File: src/inc/osc_cfg.svh
// register map, field positions, reset values and timing counts of the oscillator block
`ifndef OSC_CFG_SVH
`define OSC_CFG_SVH
// ----------------------------------------------------------------
// register indices (byte address is four times the index)
// ----------------------------------------------------------------
`define OSC_IDX_STATUS     6'h03
`define OSC_IDX_FINE_TRIM  6'h11
`define OSC_IDX_TEMP_TRIM  6'h12
`define OSC_IDX_LP_CTRL    6'h18
`define OSC_IDX_XTAL_CTRL  6'h1c
// ----------------------------------------------------------------
// field positions
// ----------------------------------------------------------------
`define OSC_FINE_MSB       6
`define OSC_TEMP_MSB       3
`define OSC_LOCK_BIT       7
`define OSC_RSB_BIT        1
`define OSC_XEN_BIT        0
`define OSC_XSEL_BIT       2
`define OSC_STARTUP_COUNT_SEL_LSB       4
`define OSC_STARTUP_COUNT_SEL_MSB       5
`define OSC_ST_XTAL_BIT    6
`define OSC_ST_LP_BIT      5
// ----------------------------------------------------------------
// reset values and timing counts (oscillator cycles)
// ----------------------------------------------------------------
`define OSC_CTRL_RST       8'h00
`define OSC_LP_GATE_CYC    4
`define OSC_XTAL_GATE_CYC  2
`define OSC_SU_1K          1024
`define OSC_SU_16K         16384
`define OSC_SU_32K         32768
`define OSC_SU_64K         65536
`endif

File: src/inc/osc_pkg.sv
// types shared by the oscillator configuration block
package osc_pkg;
  // crystal oscillator sequencing, one-hot
  typedef enum logic [2:0] {
    OSC_XS_OFF   = 3'b001,
    OSC_XS_START = 3'b010,
    OSC_XS_READY = 3'b100
  } osc_xstate_t;
endpackage

File: src/hw/osc_cfg_ctrl.sv
// oscillator trim, low-power and crystal oscillator control with a wishbone register slave
//
// Chosen here: register access over Wishbone.
`timescale 1ns/1ps
`include "osc_cfg.svh"
// Behaviour
// - seven-bit fine trim in bits 6:0, loaded from factory value picked by frequency fuse
// - read-only lock bit 7 in second trim register blocks changes to both trims
// - lock bit takes its reset value from the lock bit of the config fuse
// - four-bit temperature slope trim in bits 3:0, factory loaded by frequency fuse
// - low-power oscillator run-in-standby bit 1 keeps it running in every mode
// - low-power output only on request; gate opens four cycles after request with run-in-standby set, otherwise four plus LP_START_CYC cycles later
// - crystal source and start-up fields ignore writes while enabled or stable
// - start-up field bits 5:4 selects 1k, 16k, 32k or 64k crystal cycles
// - external clock source type skips the crystal start-up wait
// - source bit 2: zero means crystal, one means external clock on pin one
// - enabled with run-in-standby the crystal runs always, otherwise only on request
// - crystal output reaches peripherals only while at least one requests it
// - after start-up, standby-running crystal reaches requester within two to three cycles
// - run-in-standby keeps crystal on in active, idle and standby modes
// - crystal enable bit 0 overrides both pins and freezes source and start-up fields
// - crystal enable and run-in-standby writes need the io-protected write path
// - all four registers accept writes only under configuration change protection
// - stable flag is one only when the oscillator is requested and stable
module osc_cfg_ctrl
  import osc_pkg::*;
#(
  parameter logic [6:0] FINE_TRIM_F0  = 7'h40,  // factory fine trim, frequency fuse 0
  parameter logic [6:0] FINE_TRIM_F1  = 7'h40,  // factory fine trim, frequency fuse 1
  parameter logic [3:0] TEMP_TRIM_F0  = 4'h8,   // factory slope trim, frequency fuse 0
  parameter logic [3:0] TEMP_TRIM_F1  = 4'h8,   // factory slope trim, frequency fuse 1
  parameter int         LP_START_CYC  = 8,      // analog start-up of the low-power oscillator
  parameter int         XTAL_SU_1K    = `OSC_SU_1K,
  parameter int         XTAL_SU_16K   = `OSC_SU_16K,
  parameter int         XTAL_SU_32K   = `OSC_SU_32K,
  parameter int         XTAL_SU_64K   = `OSC_SU_64K
) (
  input  wire logic        SYS_CLK,
  input  wire logic        RESET,
  input  wire logic        WB_CYC_I,
  input  wire logic        WB_STB_I,
  input  wire logic        WB_WE_I,
  input  wire logic [7:0]  WB_ADR_I,
  input  wire logic [3:0]  WB_SEL_I,
  input  wire logic [31:0] WB_DAT_I,
  output logic      [31:0] WB_DAT_O,
  output logic             WB_ACK_O,
  input  wire logic        CFG_PROT_OPEN,
  input  wire logic        IO_PROT_OPEN,
  input  wire logic        FREQ_SELECT_FUSE,
  input  wire logic        TRIM_LOCK_FUSE_BIT,
  input  wire logic        LP_OSC_REQ,
  input  wire logic        LP_OSC_TICK,
  input  wire logic        XTAL_REQ,
  input  wire logic        XTAL_TICK,
  output logic      [6:0]  FINE_FREQ_TRIM,
  output logic      [3:0]  TEMP_SLOPE_TRIM,
  output logic             LP_OSC_RUN,
  output logic             LP_CLK_GATE,
  output logic             XTAL_RUN,
  output logic             XTAL_CLK_GATE,
  output logic             XTAL_PIN_OVERRIDE,
  output logic             XTAL_EXT_CLOCK
);

  // ----------------------------------------------------------------
  // declarations
  // ----------------------------------------------------------------
  logic        ack_q;
  logic [31:0] rd_q;
  logic        fuse_loaded_q;
  logic [6:0]  fine_q;
  logic [3:0]  temp_q;
  logic        lock_q;
  logic        lp_rsb_q;
  logic        xt_en_q;
  logic        xt_rsb_q;
  logic        xt_sel_q;
  logic [1:0]  startup_count_sel_q;
  logic        lp_s1_q, lp_s2_q, lp_s3_q;
  logic        xt_s1_q, xt_s2_q, xt_s3_q;
  logic [7:0]  lp_cnt_q;
  logic        lp_gate_q;
  osc_xstate_t xt_state_q;
  logic [16:0] xt_cnt_q;
  logic [1:0]  xt_gcnt_q;
  logic        xt_gate_q;
  logic        wb_req;
  logic        wr_fire;
  logic [5:0]  idx;
  logic        lp_tick;
  logic        xt_tick;
  logic        lp_run;
  logic        xt_run;
  logic        xt_stable;
  logic        lp_stable;
  logic [16:0] su_len;
  logic [7:0]  lp_target;
  logic [7:0]  rd_d;
  // control register reset image; single bits are picked from it
  localparam logic [7:0] CTRL_RST = `OSC_CTRL_RST;

  // word hit on a register index
  function automatic logic osc_hit(input logic [5:0] a, input logic [5:0] reg_idx);
    osc_hit = (a == reg_idx);
  endfunction

  // start-up length for the programmed start-up field
  function automatic logic [16:0] osc_su_len(input logic [1:0] sel);
    unique case (sel)
      2'h0:    osc_su_len = 17'(XTAL_SU_1K);
      2'h1:    osc_su_len = 17'(XTAL_SU_16K);
      2'h2:    osc_su_len = 17'(XTAL_SU_32K);
      2'h3:    osc_su_len = 17'(XTAL_SU_64K);
    endcase
  endfunction

  // ----------------------------------------------------------------
  // wishbone slave
  // ----------------------------------------------------------------
  // one wait state: ack is registered and drops the cycle after it rose
  assign wb_req  = WB_CYC_I & WB_STB_I;
  assign idx     = WB_ADR_I[7:2];
  assign wr_fire = wb_req & WB_WE_I & ~ack_q & WB_SEL_I[0] & fuse_loaded_q;

  always_ff @(posedge SYS_CLK or posedge RESET) begin
    if (RESET) begin
      ack_q <= 1'b0;
    end else begin
      ack_q <= wb_req & ~ack_q;
    end
  end

  // read mux; unmapped words read as zero and still ack
  always_comb begin
    rd_d = 8'h00;
    if (osc_hit(idx, `OSC_IDX_STATUS)) begin
      rd_d[`OSC_ST_XTAL_BIT] = xt_stable;
      rd_d[`OSC_ST_LP_BIT]   = lp_stable;
    end else if (osc_hit(idx, `OSC_IDX_FINE_TRIM)) begin
      rd_d[`OSC_FINE_MSB:0] = fine_q;
    end else if (osc_hit(idx, `OSC_IDX_TEMP_TRIM)) begin
      rd_d[`OSC_LOCK_BIT]   = lock_q;
      rd_d[`OSC_TEMP_MSB:0] = temp_q;
    end else if (osc_hit(idx, `OSC_IDX_LP_CTRL)) begin
      rd_d[`OSC_RSB_BIT] = lp_rsb_q;
    end else if (osc_hit(idx, `OSC_IDX_XTAL_CTRL)) begin
      rd_d[`OSC_STARTUP_COUNT_SEL_MSB:`OSC_STARTUP_COUNT_SEL_LSB] = startup_count_sel_q;
      rd_d[`OSC_XSEL_BIT] = xt_sel_q;
      rd_d[`OSC_RSB_BIT]  = xt_rsb_q;
      rd_d[`OSC_XEN_BIT]  = xt_en_q;
    end
  end

  // read data captured on the edge that raises ack
  always_ff @(posedge SYS_CLK or posedge RESET) begin
    if (RESET) begin
      rd_q <= 32'h0000_0000;
    end else if (wb_req & ~ack_q & ~WB_WE_I) begin
      rd_q <= {24'h00_0000, rd_d};
    end
  end

  assign WB_ACK_O = ack_q;
  assign WB_DAT_O = rd_q;

  // ----------------------------------------------------------------
  // fast oscillator trims
  // ----------------------------------------------------------------
  // fuses cannot be sampled under asynchronous reset, so they load on the first edge after release
  always_ff @(posedge SYS_CLK or posedge RESET) begin
    if (RESET) begin
      fuse_loaded_q <= 1'b0;
      lock_q        <= 1'b0;
    end else if (!fuse_loaded_q) begin
      fuse_loaded_q <= 1'b1;
      lock_q        <= TRIM_LOCK_FUSE_BIT;
    end
  end

  always_ff @(posedge SYS_CLK or posedge RESET) begin
    if (RESET) begin
      fine_q <= 7'h00;
      temp_q <= 4'h0;
    end else if (!fuse_loaded_q) begin
      fine_q <= FREQ_SELECT_FUSE ? FINE_TRIM_F1 : FINE_TRIM_F0;
      temp_q <= FREQ_SELECT_FUSE ? TEMP_TRIM_F1 : TEMP_TRIM_F0;
    end else if (wr_fire && CFG_PROT_OPEN && !lock_q) begin
      if (osc_hit(idx, `OSC_IDX_FINE_TRIM)) begin
        fine_q <= WB_DAT_I[`OSC_FINE_MSB:0];
      end
      if (osc_hit(idx, `OSC_IDX_TEMP_TRIM)) begin
        temp_q <= WB_DAT_I[`OSC_TEMP_MSB:0];
      end
    end
  end

  assign FINE_FREQ_TRIM  = fine_q;
  assign TEMP_SLOPE_TRIM = temp_q;

  // ----------------------------------------------------------------
  // control registers
  // ----------------------------------------------------------------
  always_ff @(posedge SYS_CLK or posedge RESET) begin
    if (RESET) begin
      lp_rsb_q <= CTRL_RST[`OSC_RSB_BIT];
    end else if (wr_fire && CFG_PROT_OPEN && osc_hit(idx, `OSC_IDX_LP_CTRL)) begin
      lp_rsb_q <= WB_DAT_I[`OSC_RSB_BIT];
    end
  end

  // enable and run-in-standby need both protections
  always_ff @(posedge SYS_CLK or posedge RESET) begin
    if (RESET) begin
      xt_en_q  <= 1'b0;
      xt_rsb_q <= 1'b0;
    end else if (wr_fire && CFG_PROT_OPEN && IO_PROT_OPEN && osc_hit(idx, `OSC_IDX_XTAL_CTRL)) begin
      xt_en_q  <= WB_DAT_I[`OSC_XEN_BIT];
      xt_rsb_q <= WB_DAT_I[`OSC_RSB_BIT];
    end
  end

  // source and start-up fields freeze while enabled or stable, using the value before this write
  always_ff @(posedge SYS_CLK or posedge RESET) begin
    if (RESET) begin
      xt_sel_q <= 1'b0;
      startup_count_sel_q   <= 2'h0;
    end else if (wr_fire && CFG_PROT_OPEN && !xt_en_q && !xt_stable &&
                 osc_hit(idx, `OSC_IDX_XTAL_CTRL)) begin
      xt_sel_q <= WB_DAT_I[`OSC_XSEL_BIT];
      startup_count_sel_q   <= WB_DAT_I[`OSC_STARTUP_COUNT_SEL_MSB:`OSC_STARTUP_COUNT_SEL_LSB];
    end
  end

  assign XTAL_PIN_OVERRIDE = xt_en_q;
  assign XTAL_EXT_CLOCK    = xt_sel_q;

  // ----------------------------------------------------------------
  // oscillator tick synchronisers
  // ----------------------------------------------------------------
  // ticks are far slower than the system clock, so a rising edge after two flops counts a cycle
  always_ff @(posedge SYS_CLK or posedge RESET) begin
    if (RESET) begin
      lp_s1_q <= 1'b0;
      lp_s2_q <= 1'b0;
      lp_s3_q <= 1'b0;
      xt_s1_q <= 1'b0;
      xt_s2_q <= 1'b0;
      xt_s3_q <= 1'b0;
    end else begin
      lp_s1_q <= LP_OSC_TICK;
      lp_s2_q <= lp_s1_q;
      lp_s3_q <= lp_s2_q;
      xt_s1_q <= XTAL_TICK;
      xt_s2_q <= xt_s1_q;
      xt_s3_q <= xt_s2_q;
    end
  end

  assign lp_tick = lp_s2_q & ~lp_s3_q;
  assign xt_tick = xt_s2_q & ~xt_s3_q;

  // ----------------------------------------------------------------
  // low-power oscillator
  // ----------------------------------------------------------------
  assign lp_run    = lp_rsb_q | LP_OSC_REQ;
  // analog start-up only counts when the oscillator was not already held on
  assign lp_target = lp_rsb_q ? 8'(`OSC_LP_GATE_CYC) : 8'(`OSC_LP_GATE_CYC + LP_START_CYC);

  always_ff @(posedge SYS_CLK or posedge RESET) begin
    if (RESET) begin
      lp_cnt_q  <= 8'h00;
      lp_gate_q <= 1'b0;
    end else if (!LP_OSC_REQ) begin
      lp_cnt_q  <= 8'h00;
      lp_gate_q <= 1'b0;
    end else if (!lp_gate_q && lp_tick) begin
      lp_cnt_q  <= lp_cnt_q + 8'h01;
      lp_gate_q <= (lp_cnt_q + 8'h01) >= lp_target;
    end
  end

  assign lp_stable   = lp_gate_q;
  assign LP_OSC_RUN  = lp_run;
  assign LP_CLK_GATE = lp_gate_q;

  // ----------------------------------------------------------------
  // crystal oscillator sequencing
  // ----------------------------------------------------------------
  // held on in every non-power-down mode by run-in-standby; sleep state is outside this block
  assign xt_run = xt_en_q & (xt_rsb_q | XTAL_REQ);
  assign su_len = osc_su_len(startup_count_sel_q);

  always_ff @(posedge SYS_CLK or posedge RESET) begin
    if (RESET) begin
      xt_state_q <= OSC_XS_OFF;
      xt_cnt_q   <= 17'h0_0000;
    end else begin
      unique case (xt_state_q)
        OSC_XS_OFF: begin
          xt_cnt_q <= 17'h0_0000;
          if (xt_run) begin
            xt_state_q <= xt_sel_q ? OSC_XS_READY : OSC_XS_START;
          end
        end
        OSC_XS_START: begin
          if (!xt_run) begin
            xt_state_q <= OSC_XS_OFF;
          end else if (xt_tick) begin
            xt_cnt_q <= xt_cnt_q + 17'h0_0001;
            if ((xt_cnt_q + 17'h0_0001) >= su_len) begin
              xt_state_q <= OSC_XS_READY;
            end
          end
        end
        OSC_XS_READY: begin
          if (!xt_run) begin
            xt_state_q <= OSC_XS_OFF;
          end
        end
        default: xt_state_q <= OSC_XS_OFF;
      endcase
    end
  end

  // output gate: two crystal cycles after a request once start-up is done
  always_ff @(posedge SYS_CLK or posedge RESET) begin
    if (RESET) begin
      xt_gcnt_q <= 2'h0;
      xt_gate_q <= 1'b0;
    // closing on a lost run condition too keeps the flag from outliving the ready state by a cycle
    end else if (!XTAL_REQ || !xt_run || xt_state_q != OSC_XS_READY) begin
      xt_gcnt_q <= 2'h0;
      xt_gate_q <= 1'b0;
    end else if (!xt_gate_q && xt_tick) begin
      xt_gcnt_q <= xt_gcnt_q + 2'h1;
      xt_gate_q <= (xt_gcnt_q + 2'h1) >= 2'(`OSC_XTAL_GATE_CYC);
    end
  end

  assign xt_stable     = xt_gate_q;
  assign XTAL_RUN      = xt_run;
  assign XTAL_CLK_GATE = xt_gate_q;
endmodule

File: config.mk
export PLATFORM = sky130hd
export DESIGN_NAME = osc_cfg_ctrl
export DESIGN_NICKNAME = d
export VERILOG_FILES = /design/src/inc/osc_pkg.sv /design/src/hw/osc_cfg_ctrl.sv
export VERILOG_INCLUDE_DIRS = /design/src /design/src/inc
export SDC_FILE = /design/constraint.sdc
export NUM_CORES = 1
export LEC_CHECK = 0
export ABC_CLOCK_PERIOD_IN_PS = 5000
export BUFFER_PORTS_ARGS = -buffer_cell sky130_fd_sc_hd__buf_2
export CAP_MARGIN = 20
export CELL_PAD_IN_SITES_DETAIL_PLACEMENT = 0
export CELL_PAD_IN_SITES_GLOBAL_PLACEMENT = 1
export CORE_MARGIN = 5
export CORE_UTILIZATION = 32
export CTS_CLUSTER_DIAMETER = 150
export CTS_CLUSTER_SIZE = 14
export DETAILED_ROUTE_END_ITERATION = 7
export GPL_ROUTABILITY_DRIVEN = 0
export PLACE_DENSITY = 0.68
export SYNTH_ARGS = -nofsm -noshare
export SYNTH_HDL_FRONTEND = slang
export SYNTH_SLANG_ARGS = --single-unit
File: constraint.sdc
create_clock -name SYS_CLK -period 5 [get_ports SYS_CLK]
set_clock_uncertainty 0.05 [all_clocks]
set_input_delay 0.75 -clock SYS_CLK [delete_from_list [all_inputs] [get_ports SYS_CLK]]
set_output_delay 0.75 -clock SYS_CLK [all_outputs]
set_load 0.02 [all_outputs]
==> reports/metrics.csv <==
metric,value,unit
diodes inserted,0,
Final Setup Violations,0,
sum of negative setup slack,0,ps
fin crit period,3160,ps
first-pass GRT wire length,14.2,mm
Multi-input gate area,0.00180,mm^2
DRC,0,
Rows,38,
Slew @ Worst Pin,949,ps
number of global-route vias before repair,2835,
number of port buffers,51,
Worst Path Arrival,3320,ps
DR WL/cell,14.8,um
M3 GR Usage,3.26,%
GR peak layer,met2,
Routed WL,8.53,mm
"commonest non-fill, non-tap cell in the layout",dfrtp_1,
WP data required,5160,ps
"Clk pin slew, worst setup/hold paths",60,ps
Post-synth EDFFs,0,
cell taking the most area after synthesis,dfrtp_1,
Die H,116,um
"Hold Vio Cnt, Final",0,
slew margin rel.,36.5,%
PostCTS Resize Cnt,0,
synthesized area,0.00362,mm^2
DR vias/cell,4.95,
r2r setup slk,1840,ps
Syn Area/Cell,9.41,um^2
Yosys reg bits,65,
area added between synthesis and finish,16.3,%
critical path type,flop to flop,
library cells used by synthesis,61,
starting density of the core,33.0,%
Internal,0.966,mW
insertion delay to the later sink of the worst-skew pair,330,ps
H-tree depth,3,
post-synth top area share,44.2,%
Hold Crit Endpoint,xt_s2_q,
Hold Path Depth,0,
Critical R2R Capture,xt_state_q[2],
most frequent cells in the layout,"64 x dfrtp_1, 51 x buf_2, 37 x nor2_1",
Setup crit start kind,flop,
area occupied by registers,0.00163,mm^2
Crit Reg-Reg Startpoint,xt_cnt_q[0],
Core Footprint,0.0110,mm^2
DP Wirelength,6.01,mm
Synth async-reset ratio,100,%
total CTS buffers,9,
postcts setup bufs,0,
Post-CTS Hold Buffers,0,
max-cap viol count,0,
RSZ-0062 raised after global routing,no,
GRT Util Overall,13.3,%
Worst IR Drop VDD,0.124,mV
Psw,0.309,mW
Final nets,499,
pre-CTS WS,1800,ps
Die X,116,um
top_reg_cell synth,dfrtp_1,
CP Capture Type,flop,
DR vias,2859,
ratio of cells with drive above 1 in the final layout,20.3,%
antenna violations before repair,0,
Syn Inst Count,385,
Reg2Reg Depth,12,
Leak,1.96,nW
pwr/cell area,302,mW/mm^2
drt first-iter violations,138,
"top cells by area, synth","dfrtp_1 44%, buf_4 5.2%, nor2_1 3.8%",
clk buf depth,2,
Root Buffer Master,clkbuf_16,
fmax,0.316,GHz
GRT overflow,0,
met1 Resource Use GR,17.8,%
status,"complete, no violations",
Switching Fraction,24.2,%
CP max FO,6,
Clk pwr share,49.3,%
Pins Over Slew Limit,0,
Finished Layout Cells,578,
CTS tree,yes,
warnings from Yosys,0,
Hold Crit Class,flop to flop,
fin crit share,63.3,%
drt pass-1 iters,4,
Sink Count,65,
ANT nets after route,0,
filler instances,1100,
Reg power frac,43.4,%
# IOs,107,
final worst slack,1840,ps
sequential fraction of the synthesis area,44.9,%
area of the die,0.0136,mm^2
largest net degree at the start of global routing,66,
Hold Crit Start,xt_s1_q,
Logic pwr share,7.3,%
Cells after DPL,562,
GR Util met2,20.4,%
worst max-delay path by stage:
stage,end,slack [ps],depth (start not counted),startpoint
6_report,xt_state_q[2],1840,12,xt_cnt_q[0]
5_1_grt,xt_state_q[2],1550,12,xt_cnt_q[0]
4_1_cts,xt_state_q[2],1790,12,xt_cnt_q[0]
3_5_place_dp,xt_state_q[2],1800,12,xt_cnt_q[0]
3_3_place_gp,xt_state_q[2],1880,12,xt_cnt_q[5]
2_1_floorplan,xt_state_q[2],2270,12,xt_cnt_q[0]
per-stage QoR:
step	power, mW	hold slack [ps]	cell area [um^2]	util [%]
after floorplan	0.635	281	3710	-
after global placement	0.656	286	3910	35.6
after detailed placement	0.657	286	3910	35.6
after CTS	1.29	307	4200	38.3
after global routing	1.32	318	4210	38.4
final	1.27	305	4210	38.4
state kept, by name, summed over array words and instances, names as in the netlist, 2 cells and up:
signal / cells
FINE_FREQ_TRIM: 7
xt_gcnt_q: 2
WB_DAT_O: 8
xt_state_q: 3
TEMP_SLOPE_TRIM: 4
startup_count_sel_q: 2
lp_cnt_q: 8
xt_cnt_q: 17
worst max-delay path, cell delays in order, from the launching register on:
cell and delay, ps:
dfrtp_1 450, ha_1 290, nand4_1 210, nor3b_1 430
and3_1 280, xor2_1 100, ha_1 200, a21oi_1 120
nor2b_1 50, or4_1 430, nor2_1 100, and4_1 230
o31ai_1 90
layout make-up:
| type | instances | share of cell area (%) |
|---|---|---|
| clock buffers | 10 | 5.67 |
| clock inverters | 5 | 1.34 |
| inverters | 11 | 0.980 |
| multi-input cells | 294 | 42.7 |
| flip-flops and latches | 65 | 38.6 |
| well taps | 140 | 4.16 |
| repair buffers | 53 | 6.50 |
logic make-up (layout without fill, tap and decap cells):
kind of cell    count (synthesis)  count (layout)  share of synthesized area, %
flops                          65              65                          44.9
compound gates                 80              80                          14.2
other cells                     2              25                         0.207
xor+xnor                       16              16                          3.87
buf+inv                        49              79                          7.77
simple gates                  155             155                          23.3
fa+ha+maj                       9               9                          3.04
mux                             9               9                          2.73
metal layers:
layer  part of all wire, %  up-vias
li1                      -     1415
met1                    47     1356
met2                    46       76
met3                   4.9       12
met4                   1.9        0
met5                     0        -
Yosys cell counts (all sizes together), types with 4 or more instances:
| master | instances |
|---|---|
| xnor2 | 12 |
| o21ai | 28 |
| a21oi | 14 |
| and2 | 9 |
| nand2b | 9 |
| and4 | 6 |
| mux2 | 7 |
| or3 | 5 |
| a31oi | 4 |
| nand2 | 28 |
| nor2 | 38 |
| inv | 11 |
| clkbuf | 9 |
| o41ai | 4 |
| buf | 29 |
| nand4 | 5 |
| or2 | 5 |
| nand3 | 27 |
| o31ai | 8 |
| dfrtp | 64 |
| a21boi | 7 |
| xor2 | 4 |
| nor3 | 6 |
| ha | 8 |
| nor2b | 4 |
power groups by stage:
| stage | Clock (mW) | Combinational, mW | Sequential, mW |
|---|---|---|---|
| floorplan | 0 | 0.0604 | 0.575 |
| CTS | 0.644 | 0.0947 | 0.554 |
| global route | 0.666 | 0.103 | 0.556 |
| finish | 0.628 | 0.0930 | 0.554 |
| detailed placement | 0 | 0.0942 | 0.563 |
| global placement | 0 | 0.0930 | 0.563 |
No activity file was read; power rests on OpenSTA's default activity.
